$ cat src/logic/pmusbc_pkg.sv
// Package: register map, field positions and reset values of the PMU
// system and step-down regulator control register bank.
// Assumes an 8-bit register address and 8-bit data from the serial bus front end.
package pmusbc_pkg;

    ////////////////////////////////////////////////////////////////////////
    // Register offsets
    localparam logic [7:0] ADDR_BATTERY_MONITOR_CTRL = 8'h00;
    localparam logic [7:0] ADDR_THERMAL_IRQ_CTRL = 8'h01;
    localparam logic [7:0] ADDR_BUCK1_PRIMARY_VOLTAGE = 8'h10;
    localparam logic [7:0] ADDR_BUCK1_CONTROL = 8'h12;
    localparam logic [7:0] ADDR_BUCK2_PRIMARY_VOLTAGE = 8'h20;
    localparam logic [7:0] ADDR_BUCK2_SECONDARY_VOLTAGE = 8'h21;
    localparam logic [7:0] ADDR_BUCK2_CONTROL = 8'h22;
    localparam logic [7:0] ADDR_BUCK3_PRIMARY_VOLTAGE = 8'h30;
    localparam logic [7:0] ADDR_BUCK3_SECONDARY_VOLTAGE = 8'h31;
    localparam logic [7:0] ADDR_BUCK3_CONTROL = 8'h32;

    ////////////////////////////////////////////////////////////////////////
    // Field positions
    localparam int BIT_UNMASK = 7;
    localparam int BIT_FLAG = 6;
    localparam int BIT_BAT_LIVE = 5;
    localparam int BIT_BAT_RSVD = 4;
    localparam int BIT_ENABLE = 7;
    localparam int BIT_PHASE = 2;
    localparam int BIT_FAULT_EN = 1;
    localparam int BIT_POWER_OK = 0;
    localparam int THRESH_W = 4;
    localparam int VCODE_W = 6;
    localparam int SYS_RSVD_W = 6;

    ////////////////////////////////////////////////////////////////////////
    // Reset values
    localparam logic [7:0] RST_SYS = 8'h00;
    localparam logic [5:0] RST_VCODE = 6'h00;
    localparam logic [7:0] RST_CTRL = 8'h00;
    localparam logic [7:0] RST_UNMAPPED = 8'h00;

endpackage

$ cat src/logic/pmusbc_buck_ctrl.sv
// One step-down regulator's voltage codes and control register.
// Assumes write strobes are already decoded per register.
`timescale 1ns/1ns
module pmusbc_buck_ctrl #(
    parameter int VCODE_W = 6
) (
    // Clock and reset
    input wire logic core_clk,
    input wire logic reset,
    // Register writes
    input wire logic wr_data_valid,
    input wire logic [7:0] wr_data,
    input wire logic wr_primary,
    input wire logic wr_secondary,
    input wire logic wr_control,
    // Pin and status inputs
    input wire logic voltage_select_pin,
    input wire logic power_ok_in,
    // Readback
    output logic [7:0] primary_rd,
    output logic [7:0] secondary_rd,
    output logic [7:0] control_rd,
    // Regulator controls
    output logic [VCODE_W-1:0] applied_code,
    output logic enable,
    output logic phase_180,
    output logic fault_irq_enable
);

    logic [VCODE_W-1:0] primary_voltage_code_q;
    logic [VCODE_W-1:0] secondary_voltage_code_q;
    logic enable_q;
    logic phase_q;
    logic fault_en_q;
    logic wr_p;
    logic wr_s;
    logic wr_c;

    // Qualified strobes
    assign wr_p = wr_data_valid & wr_primary;
    assign wr_s = wr_data_valid & wr_secondary;
    assign wr_c = wr_data_valid & wr_control;

    // Voltage code storage, reserved bits never stored
    always_ff @(posedge core_clk) begin
        if (reset) begin
            primary_voltage_code_q <= pmusbc_pkg::RST_VCODE;
            secondary_voltage_code_q <= pmusbc_pkg::RST_VCODE;
        end else begin
            if (wr_p) begin
                primary_voltage_code_q <= wr_data[VCODE_W-1:0];
            end
            if (wr_s) begin
                secondary_voltage_code_q <= wr_data[VCODE_W-1:0];
            end
        end
    end

    // Control bits; power-OK is read-only
    always_ff @(posedge core_clk) begin
        if (reset) begin
            enable_q <= pmusbc_pkg::RST_CTRL[pmusbc_pkg::BIT_ENABLE];
            phase_q <= pmusbc_pkg::RST_CTRL[pmusbc_pkg::BIT_PHASE];
            fault_en_q <= pmusbc_pkg::RST_CTRL[pmusbc_pkg::BIT_FAULT_EN];
        end else if (wr_c) begin
            enable_q <= wr_data[pmusbc_pkg::BIT_ENABLE];
            phase_q <= wr_data[pmusbc_pkg::BIT_PHASE];
            fault_en_q <= wr_data[pmusbc_pkg::BIT_FAULT_EN];
        end
    end

    // Select pin low picks primary, high picks secondary
    assign applied_code = voltage_select_pin ? secondary_voltage_code_q : primary_voltage_code_q;
    assign enable = enable_q;
    assign phase_180 = phase_q;
    assign fault_irq_enable = fault_en_q;

    // Readback, reserved bits read zero
    assign primary_rd = {2'b00, primary_voltage_code_q};
    assign secondary_rd = {2'b00, secondary_voltage_code_q};
    assign control_rd = {enable_q, 4'h0, phase_q, fault_en_q, power_ok_in};

endmodule

$ cat src/logic/pmusbc_event_flag.sv
// Sticky event flag: set by hardware event, cleared by a host read of its register.
// Assumes event and read strobe are synchronous to core_clk.
`timescale 1ns/1ns
module pmusbc_event_flag (
    // Clock and reset
    input wire logic core_clk,
    input wire logic reset,
    // Event and clear
    input wire logic event_in,
    input wire logic clear_in,
    // Flag
    output logic flag
);

    logic flag_q;
    logic flag_d;

    // Set wins over a clear in the same cycle
    assign flag_d = event_in | (flag_q & ~clear_in);
    assign flag = flag_q;

    // Flag storage
    always_ff @(posedge core_clk) begin
        if (reset) begin
            flag_q <= 1'b0;
        end else begin
            flag_q <= flag_d;
        end
    end

endmodule

$ cat src/logic/pmusbc_regs.sv
// Top: system and buck 1..3 control register bank of the PMU.
// Assumes a serial bus front end delivering one-cycle read/write strobes
// with an 8-bit address and data, all synchronous to core_clk.
`timescale 1ns/1ns

////////////////////////////////////////////////////////////////////////////
// How it works
// - Sys 0x00 bit7 unmasks battery interrupt
// - Sys 0x00 bit6 reads battery interrupt flag
// - Sys 0x00 bit5 shows live battery-low
// - Sys 0x00 bits3:0 battery threshold code
// - Sys 0x01 bit7 unmasks thermal interrupt
// - Sys 0x01 bit6 reads thermal interrupt flag
// - Primary voltage code bits5:0, 7:6 reserved
// - Buck2/3 use primary code, select low
// - Buck2/3 use secondary code, select high
// - Control bit7 enables the regulator
// - Control bit2 selects 180 degree phase
// - Control bit1 allows fault interrupts
// - Control bit0 reads power-good status
module pmusbc_regs #(
    parameter int VCODE_W = 6,
    parameter int NBUCK = 3
) (
    // Clock and reset
    input wire logic core_clk,
    input wire logic reset,
    // Register access from serial bus front end
    input wire logic reg_wr,
    input wire logic reg_rd,
    input wire logic [7:0] reg_addr,
    input wire logic [7:0] reg_wdata,
    output logic [7:0] reg_rdata,
    // Analog monitors and select pin
    input wire logic battery_low_live,
    input wire logic battery_event,
    input wire logic thermal_event,
    input wire logic [NBUCK-1:0] power_ok,
    input wire logic voltage_select_pin,
    // Monitor controls and interrupt requests
    output logic [3:0] battery_threshold_code,
    output logic battery_irq,
    output logic thermal_irq,
    // Regulator controls
    output logic [NBUCK*VCODE_W-1:0] buck_voltage_code,
    output logic [NBUCK-1:0] buck_enable,
    output logic [NBUCK-1:0] buck_phase_180,
    output logic [NBUCK-1:0] buck_fault_irq_enable
);

    ////////////////////////////////////////////////////////////////////////
    // Register map
    //
    // 0x00 battery monitor control
    //   Bit 7: battery unmask, r/w
    //   Bit 6: battery flag, sticky
    //   Bit 5: live battery-low
    //   Bit 4: reserved storage, r/w
    //   Bits 3:0: threshold code, r/w
    //
    // 0x01 thermal control
    //   Bit 7: thermal unmask, r/w
    //   Bit 6: thermal flag, sticky
    //   Bits 5:0: reserved storage, r/w
    //
    // 0xN0 buck N primary code
    //   Bits 7:6: reserved, read zero
    //   Bits 5:0: voltage code, r/w
    //
    // 0xN1 buck N secondary code
    //   Bucks 2 and 3 only
    //   Same layout as primary
    //
    // 0xN2 buck N control
    //   Bit 7: regulator enable
    //   Bits 6:3: reserved, read zero
    //   Bit 2: phase, 1 is 180 degrees
    //   Bit 1: fault interrupt enable
    //   Bit 0: power good, live
    //
    // Other addresses read zero
    // And ignore writes

    // Timing
    //
    // Write lands at its strobe edge
    // Outputs follow at that same edge
    // Read word captured at its edge
    // Held until the next read
    // Read and write of one register
    // In one cycle: old value read

    // Status flags
    //
    // Set by any cycle with event high
    // Cleared by a read of their register
    // Event in the clearing cycle wins
    // So no event slips between reads
    // Mask hides the request only
    // The flag stays readable

    // Voltage select
    //
    // Buck 1 has no secondary code
    // And always applies its primary
    // Bucks 2 and 3 follow the pin
    // Pin taken as synchronous already

    // Host usage
    //
    // Read a stale flag away before
    // Unmasking, or an old event
    // Raises the request at once
    // Program both codes before
    // Moving the select pin

    // Limitations
    //
    // Threshold compare is analog
    // Only its result comes back
    // Power good is not latched
    // A short dip between reads
    // Goes unseen
    // Fault interrupts are raised
    // Outside; only enables live here

    // Read side effects
    //
    // Only system reads clear flags
    // Other reads change no state

    // Reset
    //
    // Every stored field and the read
    // Word clear to zero

    // Parameters
    //
    // VCODE_W: one code's width
    // NBUCK: regulator count, at
    // Most fifteen address rows

    ////////////////////////////////////////////////////////////////////////
    // System register state
    logic battery_level_irq_unmask_q; // Battery interrupt unmask
    logic bat_rsvd_q; // Reserved read/write bit
    logic [3:0] battery_threshold_code_q; // Threshold code
    logic thermal_irq_unmask_q; // Thermal interrupt unmask
    logic [5:0] thermal_rsvd_q; // Reserved read/write bits
    logic battery_level_irq_flag; // Sticky battery flag
    logic thermal_irq_flag; // Sticky thermal flag
    logic [7:0] reg_rdata_q; // Registered read data
    logic [7:0] rdata_d; // Selected read data
    logic [7:0] bat_word; // Battery register as read
    logic [7:0] thm_word; // Thermal register as read

    // Per-regulator readback
    logic [7:0] prim_rd [NBUCK];
    logic [7:0] sec_rd [NBUCK];
    logic [7:0] ctrl_rd [NBUCK];

    // Decodes
    wire hit_bat = (reg_addr == pmusbc_pkg::ADDR_BATTERY_MONITOR_CTRL);
    wire hit_thm = (reg_addr == pmusbc_pkg::ADDR_THERMAL_IRQ_CTRL);
    wire wr_bat = reg_wr & hit_bat;
    wire wr_thm = reg_wr & hit_thm;
    wire rd_bat = reg_rd & hit_bat;
    wire rd_thm = reg_rd & hit_thm;

    // Address of a regulator register: high nibble is regulator, low is slot
    // Shared by write decode and read mux
    function automatic logic buck_hit(input logic [7:0] addr, input int idx, input logic [3:0] slot);
        buck_hit = (addr[7:4] == 4'(idx + 1)) && (addr[3:0] == slot);
    endfunction

    ////////////////////////////////////////////////////////////////////////
    // System register writes; status bits are not writable
    // Flag and live bits have no
    // Storage here, so a write to
    // Them simply has no effect
    always_ff @(posedge core_clk) begin
        if (reset) begin
            battery_level_irq_unmask_q <= pmusbc_pkg::RST_SYS[pmusbc_pkg::BIT_UNMASK];
            bat_rsvd_q <= pmusbc_pkg::RST_SYS[pmusbc_pkg::BIT_BAT_RSVD];
            battery_threshold_code_q <= pmusbc_pkg::RST_SYS[3:0];
        end else if (wr_bat) begin
            battery_level_irq_unmask_q <= reg_wdata[pmusbc_pkg::BIT_UNMASK];
            bat_rsvd_q <= reg_wdata[pmusbc_pkg::BIT_BAT_RSVD];
            battery_threshold_code_q <= reg_wdata[3:0];
        end
    end

    // Thermal register writes
    always_ff @(posedge core_clk) begin
        if (reset) begin
            thermal_irq_unmask_q <= pmusbc_pkg::RST_SYS[pmusbc_pkg::BIT_UNMASK];
            thermal_rsvd_q <= pmusbc_pkg::RST_SYS[5:0];
        end else if (wr_thm) begin
            thermal_irq_unmask_q <= reg_wdata[pmusbc_pkg::BIT_UNMASK];
            thermal_rsvd_q <= reg_wdata[5:0];
        end
    end

    ////////////////////////////////////////////////////////////////////////
    // Sticky flags, cleared by reading their register
    // One module keeps the set-over-clear
    // Priority in a single place
    pmusbc_event_flag u_bat_flag (
        .core_clk(core_clk),
        .reset(reset),
        .event_in(battery_event),
        .clear_in(rd_bat),
        .flag(battery_level_irq_flag)
    );

    pmusbc_event_flag u_thm_flag (
        .core_clk(core_clk),
        .reset(reset),
        .event_in(thermal_event),
        .clear_in(rd_thm),
        .flag(thermal_irq_flag)
    );

    // Interrupt requests gated by unmask bits
    assign battery_irq = battery_level_irq_flag & battery_level_irq_unmask_q;
    assign thermal_irq = thermal_irq_flag & thermal_irq_unmask_q;
    assign battery_threshold_code = battery_threshold_code_q;

    // Read words: status bits come from
    // The flag and the live comparator
    assign bat_word = {battery_level_irq_unmask_q, battery_level_irq_flag, battery_low_live,
                       bat_rsvd_q, battery_threshold_code_q};
    assign thm_word = {thermal_irq_unmask_q, thermal_irq_flag, thermal_rsvd_q};

    ////////////////////////////////////////////////////////////////////////
    // Regulators
    // Row N holds buck N: slot 0 primary,
    // Slot 1 secondary, slot 2 control
    // Codes pack six bits a buck,
    // Buck 1 lowest
    genvar gi;
    generate
        for (gi = 0; gi < NBUCK; gi++) begin : g_buck
            wire hit_p = buck_hit(reg_addr, gi, 4'h0);
            wire hit_s = buck_hit(reg_addr, gi, 4'h1) && (gi != 0);
            wire hit_c = buck_hit(reg_addr, gi, 4'h2);
            // Buck 1 has no select pin: it always applies its primary code
            wire sel = (gi != 0) ? voltage_select_pin : 1'b0;
            logic [VCODE_W-1:0] code;
            pmusbc_buck_ctrl #(
                .VCODE_W(VCODE_W)
            ) u_buck (
                .core_clk(core_clk),
                .reset(reset),
                .wr_data_valid(reg_wr),
                .wr_data(reg_wdata),
                .wr_primary(hit_p),
                .wr_secondary(hit_s),
                .wr_control(hit_c),
                .voltage_select_pin(sel),
                .power_ok_in(power_ok[gi]),
                .primary_rd(prim_rd[gi]),
                .secondary_rd(sec_rd[gi]),
                .control_rd(ctrl_rd[gi]),
                .applied_code(code),
                .enable(buck_enable[gi]),
                .phase_180(buck_phase_180[gi]),
                .fault_irq_enable(buck_fault_irq_enable[gi])
            );
            assign buck_voltage_code[gi*VCODE_W +: VCODE_W] = code;
        end
    endgenerate

    ////////////////////////////////////////////////////////////////////////
    // Read data select; unmapped addresses read zero
    always_comb begin
        rdata_d = pmusbc_pkg::RST_UNMAPPED;
        if (hit_bat) begin
            // Battery word with live status
            rdata_d = bat_word;
        end else if (hit_thm) begin
            // Thermal word with its flag
            rdata_d = thm_word;
        end
        // Rows never overlap, so at most
        // One regulator slot matches
        for (int i = 0; i < NBUCK; i++) begin
            // Primary code slot
            if (buck_hit(reg_addr, i, 4'h0)) begin
                rdata_d = prim_rd[i];
            end
            // Secondary slot, none on buck 1
            if (buck_hit(reg_addr, i, 4'h1) && (i != 0)) begin
                rdata_d = sec_rd[i];
            end
            // Control slot, live power good
            if (buck_hit(reg_addr, i, 4'h2)) begin
                rdata_d = ctrl_rd[i];
            end
        end
    end

    // Read data register, updated on each read strobe
    // Idle cycles leave the word alone,
    // So slow polling sees what it asked
    always_ff @(posedge core_clk) begin
        if (reset) begin
            reg_rdata_q <= pmusbc_pkg::RST_UNMAPPED;
        end else if (reg_rd) begin
            reg_rdata_q <= rdata_d;
        end
    end

    // Read data straight from the flop
    assign reg_rdata = reg_rdata_q;

endmodule
$ cat config.mk
export PLATFORM = sky130hd
export DESIGN_NAME = pmusbc_regs
export DESIGN_NICKNAME = d
export VERILOG_FILES = /design/src/logic/pmusbc_pkg.sv /design/src/logic/pmusbc_buck_ctrl.sv /design/src/logic/pmusbc_event_flag.sv /design/src/logic/pmusbc_regs.sv
export SDC_FILE = /design/constraint.sdc
export NUM_CORES = 1
export LEC_CHECK = 0
export ABC_AREA = 0
export BUFFER_PORTS_ARGS = -buffer_cell sky130_fd_sc_hd__buf_4
export CAP_MARGIN = 20
export CELL_PAD_IN_SITES_DETAIL_PLACEMENT = 2
export CELL_PAD_IN_SITES_GLOBAL_PLACEMENT = 2
export CORE_MARGIN = 5
export CORE_UTILIZATION = 34
export DETAILED_ROUTE_END_ITERATION = 10
export PLACE_DENSITY_LB_ADDON = 0.1
export SYNTH_ARGS = -nofsm -noshare
export SYNTH_HDL_FRONTEND = slang
export SYNTH_SLANG_ARGS = --single-unit
export TNS_END_PERCENT = 100
$ cat constraint.sdc
create_clock -name core_clk -period 2.85 [get_ports core_clk]
set_input_delay 0.57 -clock core_clk [delete_from_list [all_inputs] [get_ports core_clk]]
set_output_delay 0.57 -clock core_clk [all_outputs]
set_load 0.01 [all_outputs]
# After elaboration in Yosys (flattened, before gate mapping)
# Cells that the tools add are included.
# word_totals
ff_bits	62
output_inout_bits	41
wordCells	70
# classes
n_eq_ne	6
reduce_logical	10
muxes	12
bitwise_logic	20
# ops
operator	count
$mux 8	10
$and 1x1->1	16
$eq 4x2->1 const B	3
$mux 6	2
$eq 4x1->1 const B	2
$eq 8x1->1 const B	1
$logic_and 1x1->1	8
$logic_not 8->1	1
$logic_not 4->1	1
$not 1->1	2
$or 1x1->1	2

# Longest topological paths before layout
# Gate-level depths: netlist (run 1).
# logic_depth
word_depth	11
ltp_mapped	7
depth_no_buf	5

# Hierarchy
# From an unflattened synthesis (run 1), not the netlist that was laid out.
# hier_totals
hier_cells	509
hier_area_um2	4391.7
# by_module_without_submodules
module	area_per_inst_um2	seq_area_each_um2	instances	cells_each
pmusbc_buck_ctrl	799.5	300.3	3	80
pmusbc_regs	1915.6	420.4	1	261
pmusbc_event_flag	38.8	20.0	2	4

# Worst setup path before layout (run 1)
# Ideal clock, no wire load.
# synth_path
path_kind	input -> register
startpoint	input reg_addr[4]
endpoint	register reg_rdata_q[2] (netlist: reg_rdata[2])
path_slack_ps	824
cell_stages	6
n_path_buf	1
arrival_time_ps	1904
path_cell_list	or4b_1 buf_2 or3_1 nand4b_1 a21oi_1 a311o_1
# synth_via
elab_chain_len	11
elab_cells_between_ends	23
cone_classes	eq/ne: 4; mux: 10; reduce/logical: 9
# synth_rtl
item	line	text
start, declared	pmusbc_regs.sv:31	input wire logic [7:0] reg_addr,
$eq 8x1->1	pmusbc_regs.sv:164	wire hit_thm = (reg_addr == pmusbc_pkg::ADDR_THERMAL_IRQ_CTRL);
$mux 8	pmusbc_regs.sv:281	end else if (hit_thm) begin
$mux 8	pmusbc_regs.sv:278	if (hit_bat) begin
$mux 8	pmusbc_regs.sv:289	if (buck_hit(reg_addr, i, 4'h0)) begin
$mux 8	pmusbc_regs.sv:297	if (buck_hit(reg_addr, i, 4'h2)) begin
$mux 8	pmusbc_regs.sv:289	
$mux 8	pmusbc_regs.sv:293	if (buck_hit(reg_addr, i, 4'h1) && (i != 0)) begin
$mux 8	pmusbc_regs.sv:297	
$mux 8	pmusbc_regs.sv:289	
$mux 8	pmusbc_regs.sv:293	
$mux 8 *	pmusbc_regs.sv:297	
end signal, assigned	pmusbc_regs.sv:308	reg_rdata_q <= pmusbc_pkg::RST_UNMAPPED;
end signal, assigned	pmusbc_regs.sv:310	reg_rdata_q <= rdata_d;
end, declared	pmusbc_regs.sv:152	logic [7:0] reg_rdata_q;
# Mark *: on every way between the ends. The rest lies on a longest branch, timed or not.
# A chain may end at the register's enable or synchronous reset.

# Worst setup path in the final report (run 1)
# layout_path
startpoint	input reg_addr[0]
endpoint	register thermal_rsvd_q[1]
# layout_via
elab_chain_len	2
# layout_rtl
item	line	text
$eq 8x1->1	pmusbc_regs.sv:164	
$and 1x1->1	pmusbc_regs.sv:166	wire wr_thm = reg_wr & hit_thm;
end signal, assigned	pmusbc_regs.sv:197	thermal_rsvd_q <= pmusbc_pkg::RST_SYS[5:0];
end signal, assigned	pmusbc_regs.sv:200	thermal_rsvd_q <= reg_wdata[5:0];
end, declared	pmusbc_regs.sv:149	logic [5:0] thermal_rsvd_q;
# Every way passes these cells.

==> impl_metrics.yaml, run 1 <==
cts:
  cts_tree: "built"
  cts_sinks: 62
  post-cts-setup-buffer-count: 0
  clkTransAtPathRegs_ps: 70
  cts_buffers: 9
  root_buffer: "clkbuf_8"
  clk_latency_ps: 350
  clockBufferDepth: 2
  cts_hold_buf: 0
  htree_levels: 3
  cts-resized-gates: 0
layout:
  nets: 469
  fin_util_pct: 43.1
  syn2layout_area_growth_pct: 24.5
  final_area_mm2: 0.00397
  diodes: 0
  drive_gt1_share_pct: 25.1
setup_path:
  crit_family: "simple AND/OR/NAND/NOR gates"
  crit_path_start_kind: "primary input"
  cp_num_buf_inv: 1
  critPathMaxFanout: 33
  critPathCaptureType: "flop"
  max_stage_delay_ps: 580
  crit_type: "primary input to flop"
  r2r_end: "reg_rdata[0]"
  arrival_ps: 2450
  ff2ff_path_depth: 5
  r2r_slack_ps: 1480
  required_ps: 3110
  r2r_start: "g_buck[0].u_buck.primary_voltage_code_q[0]"
  crit_chain: "buf_4, or4b_4, nor3_2, and2_1, nand2_1, a21oi_1"
  cp_slowest_cell: "or4b_4"
sta:
  rsz0062_at_grt: "false"
  setup-violations-final: 0
  relSlewSlack_pct: 54.3
  finalSetupTns_ps: 0
  finalCritPeriodShare_pct: 76.9
  worst_pin_slew_ps: 685
  hold_ws_ps: 433
  finClkSkew_ps: 11.1
  hold_viol_final: 0
  drv_slew: 0
  finalWorstPathRequiredPeriod_ps: 2190
  max_freq_mhz: 456
  setup_slack_ps: 659
die:
  fp.coreArea_mm2: 0.00920
  start_util_pct: 34.6
  die_y_um: 107
  die_w_um: 107
  die_area_mm2: 0.0114
  io_pins: 68
  num_rows: 35
drt:
  routed_wl_um: 11600
  dr.pass1.iters: 4
  ant_nets: 0
  drc: 0
  wl_per_cell_um: 20.9
  drt_iter0_markers: 124
  detailroute.via_count: 3142
  avgViaCountPerCell: 5.63
place:
  dp_hpwl_um: 8100
  gp_congestion: 0.798
  placed_cell_area_mm2: 0.00369
  portBuffers: 66
  pre_cts_slack_ps: 370
global_route:
  grt_overflow: 0
  grt_max_degree: 63
  grt_pass1_wl_um: 19100
  antenna_found_initial: 0
  grtUsageTotal_pct: 21.4
  grt_pass1_vias: 3394
worst_hold_path:
  whs_path_depth: 3
  whs_endpoint: "u_bat_flag.flag"
  min_from: "battery_event"
  hp-class: "primary input to flop"
logic_synthesis:
  syn_area_mm2: 0.00319
  synthCells: 396
  ys_ff_latch: 62
  synth.distinct_cells: 45
  synth_edf_count: 0
  yosysSeqAreaShare_pct: 39.0
  syn_nets: 423
  synth_ff_type: "dfxtp_1"
  async_flop_share_pct: 0
  avgSynthCellArea_um2: 8.04
  synth_warnings: 0
power_and_ir_drop:
  vdd_ir_drop_max_mv: 0.204
  power_density_mw_per_mm2: 530
  p_leak_uw: 0.00161
outcome:
  status: "finished clean"
job:
  max-cap-violations: 0
==> worst max path at each step <==
| stage | start | end | slack [ps] | cells past startpoint |
|---|---|---|---|---|
| floorplan | reg_addr[4] | reg_rdata[2] | 820 | 6 |
| global placement | reg_addr[0] | reg_rdata[0] | 400 | 6 |
| detailed placement | reg_addr[0] | thermal_rsvd_q[1] | 370 | 6 |
| CTS | reg_addr[0] | thermal_rsvd_q[1] | 670 | 6 |
| global route | reg_addr[0] | thermal_rsvd_q[1] | 570 | 6 |
| finish | reg_addr[0] | thermal_rsvd_q[1] | 660 | 6 |
==> metrics by stage <==
| step | power (µW) | instances |
|---|---|---|
| 6_report | 2100 | 558 |
| 4_1_cts | 2120 | 558 |
| 2_1_floorplan | 972 | 396 |
| 3_3_place_gp | 1050 | 542 |
| 5_1_grt | 2170 | 558 |
| 3_5_place_dp | 1050 | 542 |
==> cell type report <==
type	count	area [µm²]
timing repair buffer	73	548
clock buffer	9	124
tap	111	139
multi-input combinational	295	1760
clock inverter	7	146
inverter	1	3.75
sequential	62	1240
fill	1054	5230
==> tightest hold or removal path: cells and delay by family <==
kind | cells | cell delay, ps
buffers and inverters | 1 | 80
and+or+nand+nor | 1 | 70
AOI/OAI and AO/OA | 1 | 30
==> cells in the final DEF, fill, tap and decap left out, drive strengths merged, types with 2 or more instances in the layout <==
| cell | count |
|---|---|
| buf | 73 |
| a31oi | 4 |
| mux2 | 15 |
| a32oi | 2 |
| nor2b | 6 |
| a311o | 2 |
| dfxtp | 62 |
| nand3 | 35 |
| nor2 | 36 |
| nand2 | 57 |
| or4b | 3 |
| bufinv | 4 |
| clkinv | 3 |
| o2bb2ai | 2 |
| or3 | 4 |
| nand4b | 4 |
| o21ai | 15 |
| a21oi | 45 |
| nand2b | 4 |
| mux2i | 25 |
| clkbuf | 9 |
| nor3b | 3 |
| and2 | 3 |
| a222oi | 2 |
| nor3 | 10 |
| o32ai | 2 |
| o221ai | 2 |
==> routing by layer <==
metal  track usage (%)  up-vias  part of all wire [%]
li1                  -     1492                     -
met1              27.6     1577                    46
met2              36.8       64                    49
met3              3.85        9                   3.7
met4              5.30        0                  0.99
met5                 0        -                     0
==> kinds of logic (layout without fill, tap and decap cells) <==
group / after synthesis / in the layout / share of synthesized area [%]
DFF: 62 / 62 / 39.0
AOI/OAI and AO/OA: 83 / 83 / 15.4
buffers and inverters: 39 / 90 / 5.89
and+or+nand+nor: 172 / 172 / 26.6
muxes: 40 / 40 / 13.2
==> state kept, by name (all words and copies together), names as in the netlist <==
register	cells
bat_rsvd_q	1
battery_level_irq_unmask_q	1
battery_threshold_code	4
g_buck.u_buck.enable	3
g_buck.u_buck.fault_irq_enable	3
g_buck.u_buck.phase_180	3
g_buck.u_buck.primary_voltage_code_q	18
g_buck.u_buck.secondary_voltage_code_q	12
reg_rdata	8
thermal_irq_unmask_q	1
thermal_rsvd_q	6
u_bat_flag.flag	1
u_thm_flag.flag	1
==> synthesized netlist by cell type (all sizes together) (3+ instances only) <==
library cell,number,share of area (%)
dfxtp,62,39
nand2,57,6.7
a21oi,45,7.1
nor2,36,4.4
nand3,35,5.5
mux2i,25,7.9
buf,21,3.8
clkbuf,17,2.0
mux2,15,5.3
o21ai,15,2.4
nor3,10,1.9
nor2b,6,1.2
a31oi,4,0.79
nand2b,4,0.79
nand4b,4,1.1
or3,4,0.79
and2,3,0.59
nor3b,3,0.71
or4b,3,1.2
==> report_power, final <==
group	switching [µW]	total [µW]	leakage [µW]	internal [µW]
clock network	397	1070	0.000134	674
registers	2.91	873	0.000500	870
logic	102	156	0.000973	53.8
total	503	2100	0.00161	1600
(Power assumes the default switching activity.)
==> inputs of run 2 (changes only) <==
--- a/config.mk
+++ b/config.mk
@@ -11,7 +11,7 @@
 export CELL_PAD_IN_SITES_DETAIL_PLACEMENT = 2
 export CELL_PAD_IN_SITES_GLOBAL_PLACEMENT = 2
 export CORE_MARGIN = 5
-export CORE_UTILIZATION = 34
+export CORE_UTILIZATION = 31
 export DETAILED_ROUTE_END_ITERATION = 10
 export PLACE_DENSITY_LB_ADDON = 0.1
 export SYNTH_ARGS = -nofsm -noshare
==> constraint.sdc (replaced) <==
create_clock -name core_clk -period 2.19 [get_ports core_clk]
set_input_delay 0.438 -clock core_clk [delete_from_list [all_inputs] [get_ports core_clk]]
set_output_delay 0.438 -clock core_clk [all_outputs]
set_load 0.01 [all_outputs]
==> run 2 against run 1 <==
Critical path depth grew 1. Total power grew 8.4%. Setup slack lost 240 ps. Die area grew 8.8%. Cell count grew 6.6%. Combinational power grew 40%. Non-clock buffer count grew 13. Clock skew shrank 5.7 ps. Critical path type unchanged.
==> impl_metrics.yaml, run 2 (synthesized netlist as in run 1, its figures left out) <==
setup_path:
  r2r_start: "g_buck[0].u_buck.primary_voltage_code_q[1]"
  critPathMaxFanout: 8
  crit_type: "primary input to flop"
  crit_start: "reg_addr[7]"
  crit_top_cell: "buf_4"
  max_stage_delay_ps: 590
  required_ps: 2460
  crit_path_start_kind: "primary input"
  arrival_ps: 2040
  crit_chain: "buf_4, or4b_1, buf_4, o32ai_1, a222oi_1, nand4b_1, o221ai_1"
  critPathCaptureType: "flop"
  cp_slowest_cell: "or4b_1"
  crit_family: "simple AND/OR/NAND/NOR gates"
  cp_num_buf_inv: 2
place:
  gp_congestion: 0.764
  dp_hpwl_um: 8780
  dp.cells: 580
  placed_cell_area_mm2: 0.00384
  portBuffers: 66
  pre_cts_slack_ps: 32.7
die:
  num_rows: 37
  start_util_pct: 31.3
  die_y_um: 111
  fp.coreArea_mm2: 0.0102
  die_area_mm2: 0.0124
  io_pins: 68
  die_w_um: 111
sta:
  drv_slew: 0
  finClkSkew_ps: 5.30
  finalWorstPathRequiredPeriod_ps: 1780
  setup-violations-final: 0
  max_freq_mhz: 563
  hold_viol_final: 0
  worst_pin_slew_ps: 472
  setup_slack_ps: 415
  finalCritPeriodShare_pct: 81.1
  relSlewSlack_pct: 68.5
  finalSetupTns_ps: 0
  rsz0062_at_grt: "false"
power_and_ir_drop:
  fin_total_pwr_uw: 2280
  vdd_ir_drop_max_mv: 0.278
  power_density_mw_per_mm2: 569
  p_leak_uw: 0.00163
layout:
  largest_reg_flops: 18
  fin_cells: 595
  syn2layout_area_growth_pct: 25.7
  multiInputGateArea_mm2: 0.00176
  regMostFlops: "g_buck.u_buck.primary_voltage_code_q"
  final.fill_count: 1207
  layout_commonest_cell: "buf_4"
  final_area_mm2: 0.00400
  seqCellArea_mm2: 0.00124
  diodes: 0
  drive_gt1_share_pct: 26.4
  most-common-layout-cells: "85 x buf_4, 62 x dfxtp_1, 57 x nand2_1, 45 x a21oi_1, 35 x nand3_1"
  nets: 482
cts:
  cts_sinks: 62
  cts_buffers: 9
  cts-resized-gates: 0
  cts_hold_buf: 0
  root_buffer: "clkbuf_8"
  htree_levels: 3
  clk_latency_ps: 350
  cts_tree: "built"
  clockBufferDepth: 2
  clkTransAtPathRegs_ps: 70
  post-cts-setup-buffer-count: 0
global_route:
  antenna_found_initial: 0
  grt_pass1_wl_um: 19400
  grt_pass1_vias: 3422
  grtUsageTotal_pct: 19.8
  grt_overflow: 0
  grt_max_degree: 37
drt:
  routed.top_layer: "met4"
  avgViaCountPerCell: 5.36
  drc: 0
  dr.pass1.iters: 4
  routed-wl-met2_um: 5740
  wl_met3_um: 417
  routed_wl_um: 12000
  drt_iter0_markers: 113
  met1Wirelength_um: 5690
  detailroute.via_count: 3192
  ant_nets: 0
  wl_per_cell_um: 20.2
job:
  max-cap-violations: 0
worst_hold_path:
  hp-class: "primary input to flop"
  min_from: "battery_event"
outcome:
  status: "finished clean"
[run 2: cell types whose count changed in the layout (fill, tap and decap cells not counted)]
cell,change
bufinv_16,-4
clkbuf_1,+3
buf_12,+1
clkinv_2,+1
clkinv_4,-3
clkbuf_8,+2
buf_4,+12
[run 2: per-stage QoR]
step	utilization [%]	hold slack, ps
2_1_floorplan	-	429
5_1_grt	39.3	306
4_1_cts	39.3	278
3_3_place_gp	37.7	439
3_5_place_dp	37.7	446
6_report	39.3	291
[run 2: per-layer routing]
| metal | up-vias | global-route usage [%] |
|---|---|---|
| met2 | 72 | 32.2 |
| met3 | 18 | 4.02 |
| met4 | 0 | 6.65 |
| met5 | - | 0 |
| li1 | 1513 | - |
| met1 | 1589 | 26.3 |
[run 2: final cells by class]
cell class              instances  area share, %
clock inverters                 1          0.125
multi-input cells             295           44.0
inverters                       1         0.0938
clock buffers                  14           4.06
flip-flops and latches         62           31.0
well taps                     136           4.25
repair buffers                 86           16.4
[run 2: path summary, 6_finish.rpt]
path	endpoint	slack [ps]	cells past startpoint
min	u_bat_flag.flag	290	3
min reg2reg	thermal_rsvd_q[3]	450	2
max reg2reg	reg_rdata[1]	810	5
max	reg_rdata[1]	410	7
[run 2: worst min-delay path: stages]
cell,delay (ps)
buf_4,80
a21oi_1,30
nor2_1,70
[run 2: where the power goes]
part / total (µW) / switching, µW / internal, µW
combinational: 219 / 139 / 80.1
sequential: 1140 / 3.91 / 1130
clock: 920 / 454 / 466
total: 2280 / 597 / 1680
==> inputs of run 3 (changes only) <==
--- a/config.mk
+++ b/config.mk
@@ -11,7 +11,7 @@
 export CELL_PAD_IN_SITES_DETAIL_PLACEMENT = 2
 export CELL_PAD_IN_SITES_GLOBAL_PLACEMENT = 2
 export CORE_MARGIN = 5
-export CORE_UTILIZATION = 31
+export CORE_UTILIZATION = 28
 export DETAILED_ROUTE_END_ITERATION = 10
 export PLACE_DENSITY_LB_ADDON = 0.1
 export SYNTH_ARGS = -nofsm -noshare
==> constraint.sdc (replaced) <==
create_clock -name core_clk -period 1.55 [get_ports core_clk]
set_input_delay 0.31 -clock core_clk [delete_from_list [all_inputs] [get_ports core_clk]]
set_output_delay 0.31 -clock core_clk [all_outputs]
set_load 0.01 [all_outputs]
==> run 3 against run 2 <==
The run now ends with setup timing left. Utilization is 1.1 points higher. Sequential share of layout area is 3.8 points lower. Die area is 9.7% higher. Worst hold slack worse by 89 ps. Count of clock-buffer cells in the layout is 2 lower. Register-to-register slack worse by 690 ps. Largest power group is now clock.
==> impl_metrics.yaml, run 3 (synthesized netlist as in run 1, its figures left out) <==
outcome:
  status: "finished with violations"
  violations: "setup timing"
cts:
  clk_latency_ps: 330
  htree_levels: 3
  root_buffer: "clkbuf_16"
  cts_buffers: 9
  cts_tree: "built"
  clockBufferDepth: 2
  clkTransAtPathRegs_ps: 50
  cts_hold_buf: 0
  cts_sinks: 62
setup_path:
  ff2ff_path_depth: 5
  crit_family: "simple AND/OR/NAND/NOR gates"
  crit_chain: "buf_4, or4b_4, or3_1, nand4b_1, a21oi_1, a311o_1"
  required_ps: 1760
  crit_path_start_kind: "primary input"
  arrival_ps: 1790
  r2r_end: "reg_rdata[1]"
  cp_slowest_cell: "or4b_4"
  crit_type: "primary input to flop"
  r2r_slack_ps: 120
  r2r_start: "g_buck[0].u_buck.primary_voltage_code_q[1]"
  critPathMaxFanout: 5
  cp_num_buf_inv: 1
  max_stage_delay_ps: 560
  critPathCaptureType: "flop"
layout:
  most-common-layout-cells: "120 x buf_4, 62 x dfxtp_1, 52 x nand2_1, 45 x a21oi_1, 34 x nand3_1"
  largest_reg_flops: 18
  drive_gt1_share_pct: 36.3
  regMostFlops: "g_buck.u_buck.primary_voltage_code_q"
  diodes: 0
  nets: 524
  layout_commonest_cell: "buf_4"
  syn2layout_area_growth_pct: 43.0
sta:
  finalWorstPathRequiredPeriod_ps: 1590
  drv_slew: 0
  relSlewSlack_pct: 73.5
  worst_pin_slew_ps: 394
  hold_ws_ps: 202
  finClkSkew_ps: 8.01
  setup_slack_ps: -35.9
  rsz0062_at_grt: "true"
  finalSetupTns_ps: -74.3
  max_freq_mhz: 631
  setup-violations-final: 3
  finalCritPeriodShare_pct: 102
  hold_viol_final: 0
place:
  pre_cts_slack_ps: -422
  dp_hpwl_um: 9370
  gp_congestion: 0.750
  portBuffers: 66
die:
  io_pins: 68
  die_area_mm2: 0.0136
  fp.coreArea_mm2: 0.0113
  die_w_um: 117
  num_rows: 39
  start_util_pct: 28.3
  die_y_um: 117
drt:
  avgViaCountPerCell: 5.19
  drc: 0
  drt_iter0_markers: 186
  ant_nets: 0
  dr.pass1.iters: 5
  routed_wl_um: 12800
  detailroute.via_count: 3347
  wl_per_cell_um: 19.8
worst_hold_path:
  min_from: "thermal_event"
  whs_path_depth: 3
  hp-class: "primary input to flop"
  whs_endpoint: "u_thm_flag.flag"
power_and_ir_drop:
  power_density_mw_per_mm2: 843
  vdd_ir_drop_max_mv: 0.701
  p_leak_uw: 0.00191
global_route:
  grt_overflow: 0
  antenna_found_initial: 0
  grt_pass1_wl_um: 19700
  grt_max_degree: 63
  grtUsageTotal_pct: 19.0
  grt_pass1_vias: 3557
job:
  max-cap-violations: 0
run 3: cell types whose count changed in the layout (fill, tap and decap cells not counted), moves of 3 or more:
cell and change:
buf_4 +35, clkbuf_8 -10, clkbuf_16 +9, buf_6 +5, nand2_1 -5, nand2_2 +5
nor2_4 +3, o21ai_0 -3, o21ai_1 +3
run 3: worst max path at each step:
stage	cells after the start	slack, ps	startpoint	endpoint
after floorplan	6	-210	reg_addr[4]	reg_rdata[2]
after global placement	8	-380	reg_addr[2]	reg_rdata[2]
after detailed placement	7	-420	reg_addr[4]	reg_rdata[2]
after CTS	6	-30	reg_addr[1]	reg_rdata[2]
after global routing	7	-80	reg_addr[1]	reg_rdata[0]
final	6	-40	reg_addr[3]	reg_rdata[2]
run 3: power by group:
part	switching [µW]	internal (µW)	total (µW)	leakage (µW)
clock	723	1120	1840	0.000132
combinational	221	170	391	0.00128
sequential	6.25	1600	1610	0.000500
run 3: layer usage:
layer	vias up	share of wire, %	track usage (%)
met1	1651	46	24.8
met3	17	4.0	3.42
met2	73	49	32.5
li1	1606	-	-
met5	-	0	0
met4	0	1.7	4.74
run 3: final cells by class:
class | count | area (µm²)
inverter | 1 | 3.75
tap | 143 | 179
fill | 1278 | 6720
sequential | 62 | 1240
clock inverter | 4 | 22.5
timing repair buffer | 128 | 1010
clock buffer | 12 | 246
multi-input combinational | 295 | 1850
run 3: metrics by stage:
step                power [µW]  std cells  util [%]  instance area (µm²)
global placement          2000        622      36.9                 4150
detailed placement        2010        622      36.9                 4150
global route              3990        645      40.4                 4560
finish                    3840        645      40.4                 4560
floorplan                 1790        396         -                 3230
CTS                       3880        641      39.6                 4470
run 3: repair_timing:
action | 4_1_cts | 5_1_grt
buffers inserted | 3 | 4
resized for setup | 9 | 17
pin swaps | 2 | 4
setup endpoints to repair | 31 | 37
endpoints found under the hold margin | 0 | 0
gates cloned | 0 | 0
run 3: worst reg2reg max path: stages (launching register included):
cell and delay [ps]:
dfxtp_1 340, mux2i_2 240, o32ai_2 120, a222oi_1 290, nand4b_1 190, o221ai_1 130
